File: config.mk
export PLATFORM = sky130hd
export DESIGN_NAME = instr_decoder
export DESIGN_NICKNAME = d
export VERILOG_FILES = /design/src/common/decoder_pkg.sv /design/src/verilog/instr_decoder.sv /design/src/verilog/quad_phase_gen.sv
export VERILOG_INCLUDE_DIRS = /design/src /design/src/common
export SDC_FILE = /design/constraint.sdc
export NUM_CORES = 1
export LEC_CHECK = 0
export BUFFER_PORTS_ARGS = -buffer_cell sky130_fd_sc_hd__buf_2
export CAP_MARGIN = 25
export CORE_ASPECT_RATIO = 1.2
export CORE_UTILIZATION = 59
export CTS_CLUSTER_SIZE = 14
export DETAILED_ROUTE_END_ITERATION = 7
export MAX_ROUTING_LAYER = met4
export PLACE_DENSITY = 0.83
export SYNTH_ARGS = -nofsm -noshare
export SYNTH_HDL_FRONTEND = slang
export SYNTH_SLANG_ARGS = --single-unit
File: constraint.sdc
create_clock -name clk -period 3.2 [get_ports clk]
set_clock_uncertainty 0.2 [all_clocks]
set_input_delay 0.48 -clock clk [delete_from_list [all_inputs] [get_ports clk]]
set_output_delay 0.48 -clock clk [all_outputs]
set_load 0.05 [all_outputs]
File: src/common/decoder_map.svh
// Constants of the 14-bit instruction decoder: field positions, opcode patterns, reset values.
// Assumes inclusion by decoder_pkg and by the design modules, bare name on the include path.
`ifndef DECODER_MAP_SVH
`define DECODER_MAP_SVH

// ==========================================================================
// Word and timing
`define INSTR_W 14
`define OSC_PER_ICYC 4
`define PHASE_W 2
`define PHASE_FIRST 2'h0
`define PHASE_LAST 2'h3
`define CYC_ONE 2'h1

// ==========================================================================
// Field positions
`define BYTE_OP_LSB 8
`define BYTE_D_BIT 7
`define FILE_MSB 6
`define BIT_OP_LSB 10
`define BIT_NUM_MSB 9
`define BIT_NUM_LSB 7
`define BIT_SKIP_BIT 11
`define LIT_MSB 7
`define JUMP_OP_LSB 11
`define JUMP_K_MSB 10
`define PAGE_OP_LSB 7
`define PAGE_K_MSB 6
`define BANK_OP_LSB 5
`define BANK_K_MSB 4
`define REL_OP_LSB 9
`define REL_K_MSB 8
`define PTRO_OP_LSB 7
`define PTRO_N_BIT 6
`define PTRO_K_MSB 5
`define PTRO_MEM_BIT 11
`define PTRI_OP_LSB 3
`define PTRI_N_BIT 2
`define PTRI_M_MSB 1

// ==========================================================================
// File address range and indirect access locations
`define FILE_ADDR_MIN 7'h00
`define FILE_ADDR_MAX 7'h7f
`define INDIRECT0_ADDR 7'h00
`define INDIRECT1_ADDR 7'h01

// ==========================================================================
// Format patterns, checked in priority order
`define PAT_PTR_INC 14'b0000000001????
`define PAT_BANK 14'b000000001?????
`define PAT_OPONLY 14'b0000000???????
`define PAT_CLRW 14'b00000100000???
`define PAT_BYTE 14'b00????????????
`define PAT_BIT 14'b01????????????
`define PAT_JUMP 14'b10????????????
`define PAT_REL 14'b11001?????????
`define PAT_PAGE 14'b1100011???????
`define PAT_ADD_PTR 14'b1100010???????
`define PAT_PTR_MEM 14'b111111????????
`define PAT_BYTE_X1 14'b110101????????
`define PAT_BYTE_X2 14'b11011?????????
`define PAT_BYTE_X3 14'b111101????????
`define PAT_BYTE_X4 14'b111011????????
`define PAT_LIT 14'b11????????????

// ==========================================================================
// Multi-cycle and skip opcodes
`define PAT_CALL 14'b100???????????
`define PAT_JUMP_ABS 14'b101???????????
`define PAT_RETLIT 14'b110100????????
`define OP_SUB_RETURN 14'h0008
`define OP_INT_RETURN 14'h0009
`define OP_WREG_CALL 14'h000a
`define OP_WREG_BRANCH 14'h000b
`define PAT_DEC_SKIP 14'b001011????????
`define PAT_INC_SKIP 14'b001111????????
`define PAT_SKIP_CLR 14'b0110??????????
`define PAT_SKIP_SET 14'b0111??????????

`endif

File: src/common/decoder_pkg.sv
// Types of the 14-bit instruction decoder: formats, sequencer states, state records.
// Assumes decoder_map.svh on the include path.
`include "decoder_map.svh"

package decoder_pkg;

  // ========================================================================
  // Instruction formats
  typedef enum logic [9:0] {
    FMT_BYTE = 10'h001,
    FMT_BIT = 10'h002,
    FMT_LIT = 10'h004,
    FMT_JUMP = 10'h008,
    FMT_PAGE = 10'h010,
    FMT_BANK = 10'h020,
    FMT_REL = 10'h040,
    FMT_PTR_OFS = 10'h080,
    FMT_PTR_INC = 10'h100,
    FMT_OPONLY = 10'h200
  } fmt_t;

  // ========================================================================
  // Instruction cycle kinds
  typedef enum logic [3:0] {
    ST_IDLE = 4'h1,
    ST_EXEC = 4'h2,
    ST_EXTRA = 4'h4,
    ST_FLUSH = 4'h8
  } seq_t;

  // ========================================================================
  // State records
  typedef struct packed {
    seq_t seq;
    fmt_t fmt;
    logic [`INSTR_W-1:0] opcode;
    logic dest_file;
    logic [`FILE_MSB:0] file_addr;
    logic [2:0] bit_num;
    logic [10:0] literal;
    logic ptr_sel;
    logic [1:0] ptr_mode;
    logic file_read;
    logic file_write;
    logic w_write;
    logic changes_pc;
    logic skip_kind;
    logic [1:0] cycles;
    logic extra_pend;
    logic flush_pend;
    logic exec_valid;
    logic nop_cycle;
    logic stall_cycle;
    logic fetch_take;
  } dec_state_t;

  typedef struct packed {
    logic [`PHASE_W-1:0] phase;
    logic last;
  } phase_state_t;

endpackage : decoder_pkg

File: src/verilog/instr_decoder.sv
// 14-bit instruction decoder with instruction cycle sequencing.
// Assumes fetch and datapath on the same clock; skip_cond valid in the last phase.
`timescale 1ns/1ps

module instr_decoder
  import decoder_pkg::*;
(
  input wire logic clk,
  input wire logic rst_n,
  input wire logic [`INSTR_W-1:0] instr_word,
  input wire logic instr_valid,
  input wire logic skip_cond,
  input wire logic [1:0] ptr_in_prog,
  output logic [`PHASE_W-1:0] phase,
  output logic cycle_last,
  output logic fetch_take,
  output logic exec_valid,
  output logic nop_cycle,
  output logic stall_cycle,
  output fmt_t fmt,
  output logic [`INSTR_W-1:0] opcode,
  output logic dest_file,
  output logic [`FILE_MSB:0] file_addr,
  output logic [2:0] bit_num,
  output logic [10:0] literal,
  output logic ptr_sel,
  output logic [1:0] ptr_mode,
  output logic file_read,
  output logic file_write,
  output logic w_write,
  output logic changes_pc,
  output logic skip_kind,
  output logic [1:0] cycles
);

  // ========================================================================
  // Decode functions
  function automatic fmt_t decode_fmt(input logic [`INSTR_W-1:0] w);
    fmt_t f;
    f = FMT_OPONLY;
    casez (w)
      `PAT_PTR_INC: f = FMT_PTR_INC;
      `PAT_BANK: f = FMT_BANK;
      `PAT_OPONLY: f = FMT_OPONLY;
      `PAT_BYTE: f = FMT_BYTE;
      `PAT_BIT: f = FMT_BIT;
      `PAT_JUMP: f = FMT_JUMP;
      `PAT_REL: f = FMT_REL;
      `PAT_PAGE: f = FMT_PAGE;
      `PAT_ADD_PTR: f = FMT_PTR_OFS;
      `PAT_PTR_MEM: f = FMT_PTR_OFS;
      `PAT_BYTE_X1: f = FMT_BYTE;
      `PAT_BYTE_X2: f = FMT_BYTE;
      `PAT_BYTE_X3: f = FMT_BYTE;
      `PAT_BYTE_X4: f = FMT_BYTE;
      `PAT_LIT: f = FMT_LIT;
      default: f = FMT_OPONLY;
    endcase
    return f;
  endfunction : decode_fmt

  function automatic logic is_two_cycle(input logic [`INSTR_W-1:0] w);
    logic r;
    r = 1'b0;
    casez (w)
      `PAT_CALL: r = 1'b1;
      `OP_WREG_CALL: r = 1'b1;
      `OP_SUB_RETURN: r = 1'b1;
      `OP_INT_RETURN: r = 1'b1;
      `PAT_RETLIT: r = 1'b1;
      `PAT_JUMP_ABS: r = 1'b1;
      `PAT_REL: r = 1'b1;
      `OP_WREG_BRANCH: r = 1'b1;
      default: r = 1'b0;
    endcase
    return r;
  endfunction : is_two_cycle

  function automatic logic is_skip(input logic [`INSTR_W-1:0] w);
    logic r;
    r = 1'b0;
    casez (w)
      `PAT_DEC_SKIP: r = 1'b1;
      `PAT_INC_SKIP: r = 1'b1;
      `PAT_SKIP_CLR: r = 1'b1;
      `PAT_SKIP_SET: r = 1'b1;
      default: r = 1'b0;
    endcase
    return r;
  endfunction : is_skip

  function automatic logic is_indirect_addr(input logic [`FILE_MSB:0] a);
    return (a == `INDIRECT0_ADDR) || (a == `INDIRECT1_ADDR);
  endfunction : is_indirect_addr

  // ========================================================================
  // Phase generator
  quad_phase_gen u_phase (
    .clk(clk),
    .rst_n(rst_n),
    .phase(phase),
    .cycle_last(cycle_last)
  );

  // ========================================================================
  // Field extraction of the presented word
  fmt_t fmt_w;
  logic [`INSTR_W-1:0] op_w;
  logic dest_w;
  logic [`FILE_MSB:0] faddr_w;
  logic [2:0] bitn_w;
  logic [10:0] lit_w;
  logic psel_w;
  logic [1:0] pmode_w;
  logic fread_w;
  logic fwrite_w;
  logic wwrite_w;
  logic ptr_mem_w;
  logic ind_w;
  logic two_w;
  logic skip_w;
  logic clrw_w;

  always_comb begin
    fmt_w = decode_fmt(instr_word);
    two_w = is_two_cycle(instr_word);
    skip_w = is_skip(instr_word);
    clrw_w = 1'b0;
    op_w = instr_word;
    dest_w = 1'b0;
    faddr_w = `FILE_ADDR_MIN;
    bitn_w = 3'h0;
    lit_w = 11'h000;
    psel_w = 1'b0;
    pmode_w = 2'h0;
    fread_w = 1'b0;
    fwrite_w = 1'b0;
    wwrite_w = 1'b0;
    ptr_mem_w = 1'b0;
    casez (instr_word)
      `PAT_CLRW: clrw_w = 1'b1;
      default: clrw_w = 1'b0;
    endcase
    case (fmt_w)
      FMT_BYTE: begin
        op_w = instr_word >> `BYTE_OP_LSB;
        dest_w = instr_word[`BYTE_D_BIT];
        if (clrw_w) begin
          wwrite_w = 1'b1;
        end else begin
          faddr_w = instr_word[`FILE_MSB:0];
          fread_w = 1'b1;
          fwrite_w = dest_w;
          wwrite_w = ~dest_w;
        end
      end
      FMT_BIT: begin
        op_w = instr_word >> `BIT_OP_LSB;
        bitn_w = instr_word[`BIT_NUM_MSB:`BIT_NUM_LSB];
        faddr_w = instr_word[`FILE_MSB:0];
        fread_w = 1'b1;
        fwrite_w = ~instr_word[`BIT_SKIP_BIT];
      end
      FMT_LIT: begin
        op_w = instr_word >> `BYTE_OP_LSB;
        lit_w = {3'h0, instr_word[`LIT_MSB:0]};
      end
      FMT_JUMP: begin
        op_w = instr_word >> `JUMP_OP_LSB;
        lit_w = instr_word[`JUMP_K_MSB:0];
      end
      FMT_PAGE: begin
        op_w = instr_word >> `PAGE_OP_LSB;
        lit_w = {4'h0, instr_word[`PAGE_K_MSB:0]};
      end
      FMT_BANK: begin
        op_w = instr_word >> `BANK_OP_LSB;
        lit_w = {6'h00, instr_word[`BANK_K_MSB:0]};
      end
      FMT_REL: begin
        op_w = instr_word >> `REL_OP_LSB;
        lit_w = {2'h0, instr_word[`REL_K_MSB:0]};
      end
      FMT_PTR_OFS: begin
        op_w = instr_word >> `PTRO_OP_LSB;
        psel_w = instr_word[`PTRO_N_BIT];
        lit_w = {5'h00, instr_word[`PTRO_K_MSB:0]};
        ptr_mem_w = instr_word[`PTRO_MEM_BIT];
      end
      FMT_PTR_INC: begin
        op_w = instr_word >> `PTRI_OP_LSB;
        psel_w = instr_word[`PTRI_N_BIT];
        pmode_w = instr_word[`PTRI_M_MSB:0];
        ptr_mem_w = 1'b1;
      end
      default: begin
        op_w = instr_word;
      end
    endcase
    // Pointer-based memory access or indirect file access into program memory
    ind_w = (ptr_mem_w & ptr_in_prog[psel_w]) |
            (fread_w & is_indirect_addr(faddr_w) & ptr_in_prog[faddr_w[0]]);
  end

  // ========================================================================
  // Instruction cycle sequencer
  dec_state_t q;
  dec_state_t d;
  logic flush_now;

  always_comb begin
    d = q;
    d.fetch_take = 1'b0;
    // Skip outcome is taken from the last phase of the executing cycle
    flush_now = q.flush_pend | ((q.seq == ST_EXEC) & q.skip_kind & skip_cond);
    if (cycle_last) begin
      d.exec_valid = 1'b0;
      d.nop_cycle = 1'b0;
      d.stall_cycle = 1'b0;
      case (1'b1)
        q.extra_pend: begin
          d.seq = ST_EXTRA;
          d.stall_cycle = 1'b1;
          d.extra_pend = 1'b0;
          d.flush_pend = flush_now;
        end
        flush_now: begin
          d.seq = ST_FLUSH;
          d.nop_cycle = 1'b1;
          d.flush_pend = 1'b0;
        end
        instr_valid: begin
          d.seq = ST_EXEC;
          d.exec_valid = 1'b1;
          d.fetch_take = 1'b1;
          d.fmt = fmt_w;
          d.opcode = op_w;
          d.dest_file = dest_w;
          d.file_addr = faddr_w;
          d.bit_num = bitn_w;
          d.literal = lit_w;
          d.ptr_sel = psel_w;
          d.ptr_mode = pmode_w;
          d.file_read = fread_w;
          d.file_write = fwrite_w;
          d.w_write = wwrite_w;
          d.changes_pc = two_w;
          d.skip_kind = skip_w;
          d.cycles = `CYC_ONE + {1'b0, two_w} + {1'b0, ind_w};
          d.extra_pend = ind_w;
          d.flush_pend = two_w;
        end
        default: begin
          d.seq = ST_IDLE;
          d.nop_cycle = 1'b1;
        end
      endcase
    end
  end

  always_ff @(posedge clk or negedge rst_n) begin
    if (!rst_n) begin
      q <= '{seq: ST_IDLE, fmt: FMT_OPONLY, opcode: 14'h0000, dest_file: 1'b0,
             file_addr: `FILE_ADDR_MIN, bit_num: 3'h0, literal: 11'h000,
             ptr_sel: 1'b0, ptr_mode: 2'h0, file_read: 1'b0, file_write: 1'b0,
             w_write: 1'b0, changes_pc: 1'b0, skip_kind: 1'b0, cycles: `CYC_ONE,
             extra_pend: 1'b0, flush_pend: 1'b0, exec_valid: 1'b0,
             nop_cycle: 1'b1, stall_cycle: 1'b0, fetch_take: 1'b0};
    end else begin
      q <= d;
    end
  end

  // ========================================================================
  // Outputs
  assign fetch_take = q.fetch_take;
  assign exec_valid = q.exec_valid;
  assign nop_cycle = q.nop_cycle;
  assign stall_cycle = q.stall_cycle;
  assign fmt = q.fmt;
  assign opcode = q.opcode;
  assign dest_file = q.dest_file;
  assign file_addr = q.file_addr;
  assign bit_num = q.bit_num;
  assign literal = q.literal;
  assign ptr_sel = q.ptr_sel;
  assign ptr_mode = q.ptr_mode;
  assign file_read = q.file_read;
  assign file_write = q.file_write;
  assign w_write = q.w_write;
  assign changes_pc = q.changes_pc;
  assign skip_kind = q.skip_kind;
  assign cycles = q.cycles;

endmodule : instr_decoder

File: src/verilog/quad_phase_gen.sv
// Instruction cycle phase generator: four clocks make one instruction cycle.
// Assumes clk is the oscillator-rate core clock and rst_n an async active-low reset.
`timescale 1ns/1ps

module quad_phase_gen
  import decoder_pkg::*;
(
  input wire logic clk,
  input wire logic rst_n,
  output logic [`PHASE_W-1:0] phase,
  output logic cycle_last
);

  phase_state_t q;
  phase_state_t d;

  // ========================================================================
  // Phase counter
  always_comb begin
    d.phase = q.phase + 2'h1;
    d.last = (d.phase == `PHASE_LAST);
  end

  always_ff @(posedge clk or negedge rst_n) begin
    if (!rst_n) begin
      q <= '{phase: `PHASE_FIRST, last: 1'b0};
    end else begin
      q <= d;
    end
  end

  assign phase = q.phase;
  assign cycle_last = q.last;

endmodule : quad_phase_gen

==> flow_summary.json <==
{
  "status": "finished clean",
  "path_common_cell": "ha_1",
  "clk_latency_ns": 0.34,
  "cts-root-buf": "clkbuf_8",
  "io_pins": 83,
  "p_leak_nw": 2.21,
  "clock_sink_count": 67,
  "synth_cell_types": 66,
  "num_rows": 31,
  "placed_cells": 534,
  "endpoint_kind": "register",
  "hp-class": "input pin to asynchronous set/reset pin",
  "cp_num_buf_inv": 3,
  "grt_pass1_vias": 2946,
  "critPathArrivalTime_ns": 3.00,
  "die_w_um": 74.7,
  "cp_top_family": "compound AO/OA/AOI/OAI gates",
  "critPathKind": "input pin to register",
  "pre_cts_ws_ns": -0.0505,
  "num-nets-final": 490,
  "final_area_mm2": 0.00434,
  "final_antenna_net_count": 0,
  "multi_input_area_mm2": 0.00152,
  "max_slew.worst_pin.slew_ns": 0.824,
  "vias": 3178,
  "fill_cells": 490,
  "drtPass1Iterations": 5,
  "die_area_mm2": 0.00666,
  "grt.overflow.total": 0,
  "fin_cells": 550,
  "slew_headroom_pct": 45.1,
  "seq_area_frac_synth_pct": 44.9,
  "cts_resized": 0,
  "grt_max_degree": 68,
  "cts_buffers": 9,
  "via_per_inst": 5.78,
  "setup_viol": 0,
  "vdd_drop_max_mv": 0.330,
  "clkTransAtPathRegs_ns": 0.07,
  "syn_area_mm2": 0.00374,
  "antenna_found_initial": 0,
  "htreeDepth": 3,
  "die_h_um": 89.2,
  "cts_tree": "yes",
  "synth_nets": 430,
  "whs_ns": 0.106,
  "hpwl_um": 6960,
  "cpPeakStageDelay_ns": 0.35,
  "synthCells": 403,
  "avgSynthCellArea_um2": 9.28,
  "timing.fmax_mhz": 339,
  "synth_edf_count": 0,
  "setup_ws_ns": 0.250,
  "core_area_mm2": 0.00609,
  "cts_hold_buf": 0,
  "layout-drive-gt1-share_pct": 33.5,
  "maxCapViolations": 0,
  "cp.required_ns": 3.25,
  "ys.flop_type": "dfrtp_1",
  "totalWireLength_um": 9530,
  "rsz0062_at_grt": "false",
  "post-route-min-period_ns": 2.95,
  "track_usage_pct": 31.0,
  "wl_per_cell_um": 17.3,
  "regArea_mm2": 0.00168,
  "grt_first_pass_wirelength_um": 14800,
  "worstPathMaxFanout": 8,
  "synth_warnings": 0,
  "p_total_mw": 2.38,
  "drc": 0,
  "clock_tree.buffer_depth": 2,
  "path_cells": "buf_2 > inv_1 > ha_1 > and4bb_1 > o211ai_1 > o41a_1 > a31oi_1 > buf_4 > nand3_1 > a21oi_1 > o22a_1 > ha_1 > o21ai_0",
  "crit_path_start_kind": "input pin",
  "postCtsSetupRepairBufs": 0,
  "drt_iter0_markers": 219,
  "p_per_area_mw_per_mm2": 548,
  "gp_congestion": 0.955,
  "timing.final.crit_share_pct": 92.2,
  "critical_path.slowest_cell": "a31oi_1",
  "synthArstFlopShare_pct": 100,
  "ys_ff_latch": 67,
  "start_util_pct": 61.4,
  "diodes": 0,
  "slew_violations": 0,
  "placedInstanceArea_mm2": 0.00409,
  "io_buffers": 82,
  "area_growth_pct": 15.9,
  "finalHoldViolCount": 0
}
==> logic make-up after synthesis <==
group,synth area share [%]
AO/OA/AOI/OAI,17.4
flip-flops,44.9
XOR/XNOR,0.234
AND/OR/NAND/NOR,20.1
multiplexers,0.569
buffers and inverters,14.4
adder cells (fa/ha/maj),2.34
==> layer usage <==
metal  GRT usage, %  vias to the layer above  part of all wire (%)
li1               -                     1500                     -
met1           39.5                     1516                    42
met2           46.3                      132                    48
met3           6.76                       30                   5.7
met4           15.8                        0                   3.5
met5              -                        -                     0
==> layout make-up <==
class,count,share of cell area (%)
Sequential cell,67,38.8
Inverter,12,1.04
Tap cell,82,2.37
Clock buffer,10,3.17
Multi-Input combinational cell,251,35.1
Timing Repair Buffer,122,17.0
Clock inverter,6,2.60
==> Yosys cell counts (7+ instances only) <==
| cell | instances | share of area (%) |
|---|---|---|
| nand2_1 | 72 | 7.2 |
| clkbuf_1 | 14 | 1.4 |
| nor2_1 | 19 | 1.9 |
| a22o_1 | 10 | 2.3 |
| dfrtp_1 | 63 | 42 |
| nand3_1 | 10 | 1.3 |
| o21ai_0 | 26 | 3.5 |
| inv_1 | 11 | 1.1 |
| ha_1 | 7 | 2.3 |
| buf_4 | 52 | 10 |
| a21oi_1 | 12 | 1.6 |
==> registers in the layout (all words and copies together), names as in the netlist, 2 cells and up <==
register	cells
bit_num	3
cycles	2
file_addr	7
fmt	10
literal	11
opcode	14
ptr_mode	2
q	6
u_phase.phase	2
==> cell usage in the layout, fill, tap and decap left out, types with 5 or more instances in the layout <==
cell / instances
a221oi_1: 5
buf_2: 82
buf_4: 38
o21ai_0: 26
a21oi_1: 12
a22o_1: 10
o31ai_1: 5
ha_1: 7
a31oi_1: 5
dfrtp_1: 63
clkbuf_8: 10
nor4_1: 5
nor2_1: 19
inv_1: 11
a21o_1: 5
nand2_1: 72
nand3_1: 10
==> worst reg2reg max path: stages (launching register included) <==
cell      delay (ns)
dfstp_2         0.53
nor4_1          0.05
a31oi_1         0.38
nand4_1         0.37
a21oi_1         0.40
nor3b_1         0.34
a211oi_1        0.13
==> per-stage QoR <==
step           util (%)  setup TNS [ns]
3_3_place_gp       67.1               0
4_1_cts            71.2               0
3_5_place_dp       67.1         -0.0505
2_1_floorplan         -               0
6_report           71.2               0
5_1_grt            71.2               0
==> where the power goes <==
part / switching (mW) / total [mW] / internal, mW
Combinational: 0.408 / 0.561 / 0.153
Sequential: 0.0334 / 0.947 / 0.914
Clock: 0.329 / 0.869 / 0.540
Total: 0.771 / 2.38 / 1.61
==> final timing paths <==
path / endpoint / depth (start not counted) / slack [ns] / from
setup / recovery: cycles[0] / 13 / 0.25 / instr_word[12]
hold / removal: u_phase.cycle_last / 2 / 0.11 / rst_n
setup reg to reg: opcode[3] / 6 / 0.67 / q[62]
hold reg to reg: u_phase.phase[0] / 1 / 0.23 / u_phase.phase[0]
max in group asynchronous: bit_num[0] / 2 / 2.15 / rst_n
min in group clk: u_phase.phase[0] / 1 / 0.23 / u_phase.phase[0]
Power figures use the tool's default switching activity.
